File: src/hdl/dmb_pkg.sv
// Constants, types and state record of the management bridge
package dmb_pkg;
  // Register offsets from the bridge base address
  localparam logic [1:0] OFS_HIGH_WORD = 2'h0;
  localparam logic [1:0] OFS_LOW_WORD  = 2'h1;
  localparam logic [1:0] OFS_COMMAND   = 2'h2;
  localparam logic [1:0] OFS_READY     = 2'h3;
  // Address codes carried in the command register
  localparam int         CODE_W          = 10;
  localparam logic [9:0] CODE_MGMT_WDATA = 10'h3b0;
  localparam logic [9:0] CODE_MGMT_FRAME = 10'h3b4;
  localparam logic [9:0] USER_WIN0_LO    = 10'h000;
  localparam logic [9:0] USER_WIN0_HI    = 10'h02f;
  localparam logic [9:0] USER_WIN1_LO    = 10'h040;
  localparam logic [9:0] USER_WIN1_HI    = 10'h04f;
  localparam int         CMD_WE_BIT      = 15;
  // Ready status bits
  localparam int RDY_ANY_BIT   = 16;
  localparam int RDY_MGMT_BIT  = 3;
  localparam int RDY_STATS_BIT = 4;
  // Frame addressing fields inside the low data word
  localparam int ADR_W     = 5;
  localparam int REGAD_LSB = 0;
  localparam int PHYAD_LSB = 5;
  localparam int DATA_W    = 16;
  localparam logic [4:0] PHYAD_BCAST = 5'h00;
  // Frame layout, most significant bit first
  localparam logic [31:0] PREAMBLE   = 32'hffffffff;
  localparam logic [1:0]  START_PAT  = 2'b01;
  localparam logic [1:0]  OP_WRITE   = 2'b01;
  localparam logic [1:0]  OP_READ    = 2'b10;
  localparam logic [1:0]  TA_WRITE   = 2'b10;
  localparam logic [5:0]  BIT_TA     = 6'h2e;
  localparam logic [5:0]  BIT_DATA   = 6'h30;
  localparam logic [5:0]  BIT_LAST   = 6'h3f;
  localparam int          FRAME_BITS = 64;
  // Host pin encoding of a forwarded read
  localparam int         HREQ_BIT      = 15;
  localparam int         HOPC_LSB      = 13;
  localparam logic [1:0] HOST_OPC_READ = 2'h3;
  // Management clock limits
  localparam int CLK_HZ     = 125000000;
  localparam int MDC_MAX_HZ = 2500000;
  localparam int MDC_MIN_HALF_I = (CLK_HZ + 2 * MDC_MAX_HZ - 1) / (2 * MDC_MAX_HZ);
  localparam logic [6:0] MDC_MIN_HALF = MDC_MIN_HALF_I[6:0];
  localparam logic [6:0] DIV_ONE      = 7'h01;

  typedef enum logic [2:0] {
    S_IDLE, S_FRAME, S_HOST_REQ, S_HOST_WAIT, S_HOST_MSW
  } dmb_state_t;

  typedef struct packed {
    dmb_state_t                   state;
    logic [31:0]                  hi_word;
    logic [31:0]                  lo_word;
    logic [31:0]                  cmd;
    logic [DATA_W-1:0]            wdata_hold;
    logic                         rdy_any;
    logic                         rdy_mgmt;
    logic                         rdy_stats;
    logic [31:0]                  rdata;
    logic                         ack;
    logic                         done_irq;
    logic [6:0]                   div_cnt;
    logic                         mdc;
    logic                         mdio_out;
    logic                         mdio_oe_n;
    logic [5:0]                   bit_cnt;
    logic [FRAME_BITS-1:0]        frame;
    logic                         frame_read;
    logic                         frame_internal;
    logic [DATA_W-1:0]            rd_shift;
    logic [31:0]                  host_rd;
    logic                         host_sel;
    logic                         pcs_we;
    logic [ADR_W-1:0]             pcs_regad;
    logic [DATA_W-1:0]            pcs_wdata;
  } dmb_regs_t;
endpackage
File: src/hdl/dmb_bridge.sv
// Register bridge to management frames and to user logic reads
// How it works
// - Code 0x3B0 copies low word into hold
// - 0x3B4 with write-enable sends write frame
// - Frame end sets ready bit, pulses done
// - User window reads go out host pins
// - Strobe bit15, opcode 14:13, address 9:0
// - User data captured into high/low words
// - User read done sets stats ready bit
// - Bridge masters frames, shifts with its clock
// - Management clock capped at 2.5 MHz
// - Write frames use opcode 01
// - Read frames use 10, release at turnaround
// - Five-bit phys address, zero is broadcast
// - Five-bit register address field
// - Divider 2*(1+setting), at least 50; zero keeps disabled
// - 0x3B4 without write-enable reads into low
// - Internal slave answers own address or zero
`timescale 1ns/1ps
`default_nettype none
module dmb_bridge
  import dmb_pkg::*;
(
  input  wire logic              clk,                   // Host clock
  input  wire logic              rst,                   // Async reset, active high
  input  wire logic              reg_wr,                // Register write strobe
  input  wire logic              reg_rd,                // Register read strobe
  input  wire logic [1:0]        reg_addr,              // Register offset
  input  wire logic [31:0]       reg_wdata,             // Register write data
  output logic      [31:0]       reg_rdata,             // Register read data
  output logic                   reg_ack,               // Access acknowledge
  output logic                   host_done_interrupt,   // Completion pulse
  input  wire logic [5:0]        clock_divide,          // Management clock divide setting
  input  wire logic              mgmt_enable,           // Management port enable
  output logic                   mgmt_clk,              // Management clock out
  output logic                   mgmt_data_out,         // Data line drive value
  output logic                   mgmt_data_oe_n,        // Data line enable, low drives
  input  wire logic              mgmt_data_in,          // Data line level
  input  wire logic [ADR_W-1:0]  internal_slave_phys_address, // Internal slave address
  output logic                   pcs_we,                // Internal slave write pulse
  output logic      [ADR_W-1:0]  pcs_regad,             // Internal slave register select
  output logic      [DATA_W-1:0] pcs_wdata,             // Internal slave write data
  input  wire logic [DATA_W-1:0] pcs_rdata,             // Internal slave read data
  output logic      [31:0]       host_read_data_pins,   // Forwarded request encoding
  output logic                   host_mgmt_ready_pin,   // Select indication to user
  input  wire logic [31:0]       host_write_data_pins,  // Data from user logic
  input  wire logic              host_mgmt_select_pin   // User data valid
);

  function automatic logic in_user_window(input logic [CODE_W-1:0] code);
    in_user_window = (code >= USER_WIN0_LO && code <= USER_WIN0_HI) ||
                     (code >= USER_WIN1_LO && code <= USER_WIN1_HI);
  endfunction

  dmb_regs_t       st_r;
  dmb_regs_t       st_nxt;
  logic [6:0]      half_len;
  logic            mgmt_on;
  logic            tick;
  logic [CODE_W-1:0] wcode;
  logic            wwe;
  logic            cmd_wr;
  logic [ADR_W-1:0] f_phy;
  logic [ADR_W-1:0] f_reg;
  logic            rx_bit;
  logic [5:0]      nbit;

  // A small setting is stretched so the clock never exceeds its ceiling
  always_comb begin
    half_len = {1'b0, clock_divide} + DIV_ONE;
    if (half_len < MDC_MIN_HALF) begin
      half_len = MDC_MIN_HALF;
    end
  end

  assign mgmt_on = mgmt_enable && (clock_divide != '0);
  assign tick    = (st_r.div_cnt == half_len - DIV_ONE);
  assign wcode   = reg_wdata[CODE_W-1:0];
  assign wwe     = reg_wdata[CMD_WE_BIT];
  assign cmd_wr  = reg_wr && (reg_addr == OFS_COMMAND);
  assign f_phy   = st_r.lo_word[PHYAD_LSB +: ADR_W];
  assign f_reg   = st_r.lo_word[REGAD_LSB +: ADR_W];
  // Reads aimed at the internal slave come from it, not from the pin
  assign rx_bit  = st_r.frame_internal ? pcs_rdata[DATA_W-1 - (st_r.bit_cnt - BIT_DATA)]
                                       : mgmt_data_in;
  assign nbit    = st_r.bit_cnt + 6'h01;

  always_comb begin
    st_nxt          = st_r;
    st_nxt.ack      = 1'b0;
    st_nxt.done_irq = 1'b0;
    st_nxt.pcs_we   = 1'b0;
    st_nxt.host_rd[HREQ_BIT] = 1'b0;

    // Register bus
    if (reg_rd || reg_wr) begin
      st_nxt.ack = 1'b1;
    end
    if (reg_rd) begin
      case (reg_addr)
        OFS_HIGH_WORD: st_nxt.rdata = st_r.hi_word;
        OFS_LOW_WORD:  st_nxt.rdata = st_r.lo_word;
        OFS_COMMAND:   st_nxt.rdata = st_r.cmd;
        OFS_READY: begin
          st_nxt.rdata = '0;
          st_nxt.rdata[RDY_ANY_BIT]   = st_r.rdy_any;
          st_nxt.rdata[RDY_MGMT_BIT]  = st_r.rdy_mgmt;
          st_nxt.rdata[RDY_STATS_BIT] = st_r.rdy_stats;
        end
        default: st_nxt.rdata = '0;
      endcase
    end
    if (reg_wr && reg_addr == OFS_HIGH_WORD) begin
      st_nxt.hi_word = reg_wdata;
    end
    if (reg_wr && reg_addr == OFS_LOW_WORD) begin
      st_nxt.lo_word = reg_wdata;
    end

    // Commands are taken only while idle; a busy bridge ignores them
    if (cmd_wr && st_r.state == S_IDLE) begin
      st_nxt.cmd = reg_wdata;
      if (wcode == CODE_MGMT_WDATA) begin
        st_nxt.wdata_hold = st_r.lo_word[DATA_W-1:0];
      end else if (wcode == CODE_MGMT_FRAME && mgmt_on) begin
        st_nxt.rdy_any    = 1'b0;
        st_nxt.rdy_mgmt   = 1'b0;
        st_nxt.state      = S_FRAME;
        st_nxt.frame_read = !wwe;
        // Write data comes from the hold, never from the address word
        st_nxt.frame = {PREAMBLE, START_PAT,
                        wwe ? OP_WRITE : OP_READ,
                        f_phy, f_reg, TA_WRITE,
                        st_r.wdata_hold};
        st_nxt.frame_internal = (f_phy == internal_slave_phys_address) ||
                                (f_phy == PHYAD_BCAST);
        st_nxt.pcs_regad  = f_reg;
        st_nxt.pcs_wdata  = st_r.wdata_hold;
        st_nxt.bit_cnt    = '0;
        st_nxt.div_cnt    = '0;
        st_nxt.mdc        = 1'b0;
        st_nxt.mdio_out   = PREAMBLE[31];
        st_nxt.mdio_oe_n  = 1'b0;
      end else if (in_user_window(wcode) && !wwe) begin
        st_nxt.rdy_any   = 1'b0;
        st_nxt.rdy_stats = 1'b0;
        st_nxt.state     = S_HOST_REQ;
        st_nxt.host_rd   = '0;
        st_nxt.host_rd[HREQ_BIT] = 1'b1;
        st_nxt.host_rd[HOPC_LSB +: 2] = HOST_OPC_READ;
        st_nxt.host_rd[CODE_W-1:0] = wcode;
        st_nxt.host_sel  = 1'b1;
      end
    end

    case (st_r.state)
      S_IDLE: begin
        // A frame launched this cycle must drive its first preamble bit
        if (st_nxt.state == S_IDLE) begin
          st_nxt.mdio_oe_n = 1'b1;
        end
      end
      S_FRAME: begin
        if (tick) begin
          st_nxt.div_cnt = '0;
          st_nxt.mdc     = !st_r.mdc;
          if (!st_r.mdc) begin
            // Rising edge: sample the slave's data bits during a read
            if (st_r.frame_read && st_r.bit_cnt >= BIT_DATA) begin
              st_nxt.rd_shift = {st_r.rd_shift[DATA_W-2:0], rx_bit};
            end
          end else if (st_r.bit_cnt == BIT_LAST) begin
            st_nxt.state     = S_IDLE;
            st_nxt.mdio_oe_n = 1'b1;
            st_nxt.mdio_out  = 1'b1;
            st_nxt.rdy_any   = 1'b1;
            st_nxt.rdy_mgmt  = 1'b1;
            st_nxt.done_irq  = 1'b1;
            if (st_r.frame_read) begin
              st_nxt.lo_word = {{(32-DATA_W){1'b0}}, st_r.rd_shift};
            end else if (st_r.frame_internal) begin
              st_nxt.pcs_we = 1'b1;
            end
          end else begin
            // Falling edge: present the next bit, MSB first
            st_nxt.bit_cnt   = nbit;
            st_nxt.frame     = {st_r.frame[FRAME_BITS-2:0], 1'b0};
            st_nxt.mdio_out  = st_r.frame[FRAME_BITS-2];
            st_nxt.mdio_oe_n = st_r.frame_read && (nbit >= BIT_TA);
          end
        end else begin
          st_nxt.div_cnt = st_r.div_cnt + DIV_ONE;
        end
      end
      S_HOST_REQ: begin
        st_nxt.state = S_HOST_WAIT;
      end
      S_HOST_WAIT: begin
        if (host_mgmt_select_pin) begin
          st_nxt.lo_word = host_write_data_pins;
          st_nxt.state   = S_HOST_MSW;
        end
      end
      S_HOST_MSW: begin
        // Second data beat carries the upper word
        st_nxt.hi_word   = host_write_data_pins;
        st_nxt.host_sel  = 1'b0;
        st_nxt.state     = S_IDLE;
        st_nxt.rdy_any   = 1'b1;
        st_nxt.rdy_stats = 1'b1;
        st_nxt.done_irq  = 1'b1;
      end
      default: begin
        st_nxt.state = S_IDLE;
      end
    endcase
  end

  always_ff @(posedge clk or posedge rst) begin
    if (rst) begin
      st_r           <= '0;
      st_r.state     <= S_IDLE;
      st_r.mdio_out  <= 1'b1;
      st_r.mdio_oe_n <= 1'b1;
    end else begin
      st_r <= st_nxt;
    end
  end

  assign reg_rdata           = st_r.rdata;
  assign reg_ack             = st_r.ack;
  assign host_done_interrupt = st_r.done_irq;
  assign mgmt_clk            = st_r.mdc;
  assign mgmt_data_out       = st_r.mdio_out;
  assign mgmt_data_oe_n      = st_r.mdio_oe_n;
  assign pcs_we              = st_r.pcs_we;
  assign pcs_regad           = st_r.pcs_regad;
  assign pcs_wdata           = st_r.pcs_wdata;
  assign host_read_data_pins = st_r.host_rd;
  assign host_mgmt_ready_pin = st_r.host_sel;

endmodule // dmb_bridge
`default_nettype wire

File: config.mk
export PLATFORM = sky130hd
export DESIGN_NAME = dmb_bridge
export DESIGN_NICKNAME = d
export VERILOG_FILES = /design/src/hdl/dmb_pkg.sv /design/src/hdl/dmb_bridge.sv
export SDC_FILE = /design/constraint.sdc
export NUM_CORES = 1
export LEC_CHECK = 0
export BUFFER_PORTS_ARGS = -buffer_cell sky130_fd_sc_hd__buf_2
export CORE_UTILIZATION = 40
export CTS_BUF_LIST = sky130_fd_sc_hd__clkbuf_4 sky130_fd_sc_hd__clkbuf_8
export CTS_CLUSTER_DIAMETER = 100
export CTS_CLUSTER_SIZE = 28
export DETAILED_ROUTE_END_ITERATION = 6
export SYNTH_ARGS = -nofsm -noshare
export SYNTH_HDL_FRONTEND = slang
export SYNTH_SLANG_ARGS = --single-unit
File: constraint.sdc
create_clock -name clk -period 24.9 [get_ports clk]
set_clock_uncertainty 0.1 [all_clocks]
set_input_delay 4.98 -clock clk [delete_from_list [all_inputs] [get_ports clk]]
set_output_delay 4.98 -clock clk [all_outputs]
set_load 0.005 [all_outputs]
==> metrics.txt <==
largest net degree at the start of global routing=159; CTS clk-pin slew, worst paths=0.16 ns; Worst Setup SP=clock_divide[1]; final antenna-violating net count=0; 1st-pass router iterations=5; Reg2Reg Launch Point=st_r[137]$_DFF_PP0_; worst hold start=pcs_wdata[2]$_DFFE_PP0P_; Slew HR=0.1965; DIE WIDTH=188.6 µm; setup_tns=0 ns; flop-to-flop setup slack=21.77 ns; Finished Cell Area=0.01484 mm²; YS warnings=0; Async SR Flop Fraction=1.000; largest cells by area after synthesis=dfrtp_1, mux2i_1, nand2_1; post-CTS setup buffer count=0; Worst-Skew Late Latency=0.55 ns; Core Rows=67; Avg Cell Area, Syn=9.549 µm²; # nets final=approximately 1.6k; CP Max Fanout=31; vias=10.13k; grt ovf=0; First DRT Iteration DRCs=654; min Tclk post-route=just over 9 ns; top cell type's share of synthesized area=0.5065; Layout Area Growth over Synthesis=6.493%; drt wl/cell=17.19 µm; die area=0.03558 mm²; # setup viols final=0; IO buf count=172; Vert. Die Dim=roughly 190 µm; Routability Congestion=0.8396; first-pass GRT wire length=53,750 µm; Initial Util=0.4114; Num Clock Sinks=284; post-synthesis sequential area ratio=0.5103; critical path class=primary input to flip-flop; max reg flops=202; Cell Area, Placed=around 0.015 mm²; Final period util=0.3688; area leader, netlist=dfrtp_1; Yosys reg bits=284; multi-input gate area in the final layout=approximately 0.0058 mm²; TritonCTS clock tree=built; leading cell type in the layout, fill and taps excluded=nand2_1; Netlist Area Pre-Place=0.01393 mm²; Top Ports=192; layout cells sized above 1=0.1814; Leak=7.526 nW; CP Launch Type=primary input; initial antenna violation count=2; pre-CTS setup slack=~15 ns; Biggest register=st_r; GRT Resource Usage Total=0.1883; most frequent cells in the layout=nand2_1, dfrtp_1, buf_2, nor2_1, mux2i_1; dpl hpwl=22,250 µm; Post-synth top flop=dfrtp_1; register area=approximately 0.0071 mm²; Via density=5.154; Max Clk Rate=0.1089 GHz; Netlist cell types=72; Hold Path Depth=2; Post-synth EDFFs=0; CTS root buffer=clkbuf_8; worst slew pin tran=1.202 ns; hold crit path type=flip-flop to flip-flop; Worst Hold Path EP=pcs_wdata[2]$_DFFE_PP0P_; core area=0.03387 mm²; power per cell area=approximately 74 mW/mm²; H-tree levels=1; Final Max Tran Viols=0; total power=1.100 mW; status=finished, final reports clean; CTS max path bufs=3; cells on worst reg2reg path=7; Resized cells post-CTS=0; vias in the first global route=9,853; RR Endpoint=st_r[261]$_DFF_PP0_; max cap viols=0; total CTS buffers=14; Setup WS post-layout=15.72 ns; CP endpoint kind=flip-flop; Layout Utilization=0.4381; drt total wl=33,790 µm; cells after synthesis=1,459; Worst EP arrival=9.54 ns; # DRC=0; WP data required=25.26 ns; final hold vios=0; CTS Hold Bufs=0; Worst VDD drop=0.00003348 V; RSZ-0062 raised after global routing=no; # fillers=~3.4k
critical path: stages:
cell and delay [ns]:
buf_2 0.18, ha_1 0.42, nand3_2 0.14, xnor2_2 0.18, nor4_1 0.35, o21ai_0 0.14
ha_1 0.25, and3_1 0.19, a32o_1 0.29, xor2_1 0.17, and3_1 0.19, a31oi_1 0.14
and4_1 0.42, nand4_1 0.90, mux2_2 0.60
synthesized netlist by cell type, types with 3 or more instances:
master	count
and3_1	11
mux2_2	28
nand3_1	35
nand2_1	292
nor2b_1	4
xor2_1	7
o21ai_0	67
nor3_1	42
ha_1	6
o21a_1	3
a21o_1	3
buf_1	10
xnor2_1	9
nor2_1	168
inv_1	24
nor3b_1	5
mux2i_1	116
nand2b_1	5
a221o_1	16
a22o_1	3
a21oi_1	76
o21ai_1	10
buf_4	91
a31oi_1	5
dfrtp_1	282
nor4_1	3
clkbuf_1	60
buf_2	9
buf_6	3
and2_1	5
mux4_2	8
layer usage:
layer / global-route usage / routed length, µm
met1: 0.2627 / 15370
met4: 0.03846 / 488
met3: 0.02049 / 1495
met5: 0 / 0
met2: 0.3163 / 16430
kinds of logic after synthesis:
| kind of cell | after synthesis | synth area share |
|---|---|---|
| AO/OA/AOI/OAI | 203 | 0.08693 |
| XOR/XNOR | 17 | 0.01123 |
| adder cells (fa/ha/maj) | 7 | 0.006107 |
| buffers and inverters | 198 | 0.08146 |
| flip-flops | 284 | 0.5103 |
| multiplexers | 152 | 0.1189 |
| other | 1 | 0.0002692 |
| AND/OR/NAND/NOR | 597 | 0.1848 |
metrics by stage:
step | hold slack, ns | instances
2_1_floorplan | 0.3334 | 1477
3_3_place_gp | 0.3481 | 1942
3_5_place_dp | 0.3521 | 1942
4_1_cts | 0.3883 | 1964
5_1_grt | 0.4136 | 1965
6_report | 0.3823 | 1966
final cells by class:
| cell class | count | share of cell area |
|---|---|---|
| Sequential cell | 284 | 0.4792 |
| Timing Repair Buffer | 191 | 0.06848 |
| Antenna cell | 2 | 0.0003373 |
| Tap cell | 448 | 0.03778 |
| Clock buffer | 19 | 0.01678 |
| Multi-Input combinational cell | 995 | 0.3892 |
| Clock inverter | 3 | 0.001687 |
| Inverter | 24 | 0.006578 |
power by group:
part           switching (mW)  internal, mW
combinational           0.147         0.118
clock                   0.144        0.0676
sequential             0.0692         0.553
how the worst max path moves through the flow:
stage                      endpoint  slack [ns]
2_1_floorplan    f_phy[0]$_DFF_PP0_       11.99
3_3_place_gp   st_r[58]$_DFFE_PP0P_       15.31
3_5_place_dp   st_r[58]$_DFFE_PP0P_       15.15
4_1_cts        st_r[58]$_DFFE_PP0P_       15.76
5_1_grt        st_r[58]$_DFFE_PP0P_       15.32
6_report       st_r[58]$_DFFE_PP0P_       15.72
No activity file was read; power rests on OpenSTA's default activity.
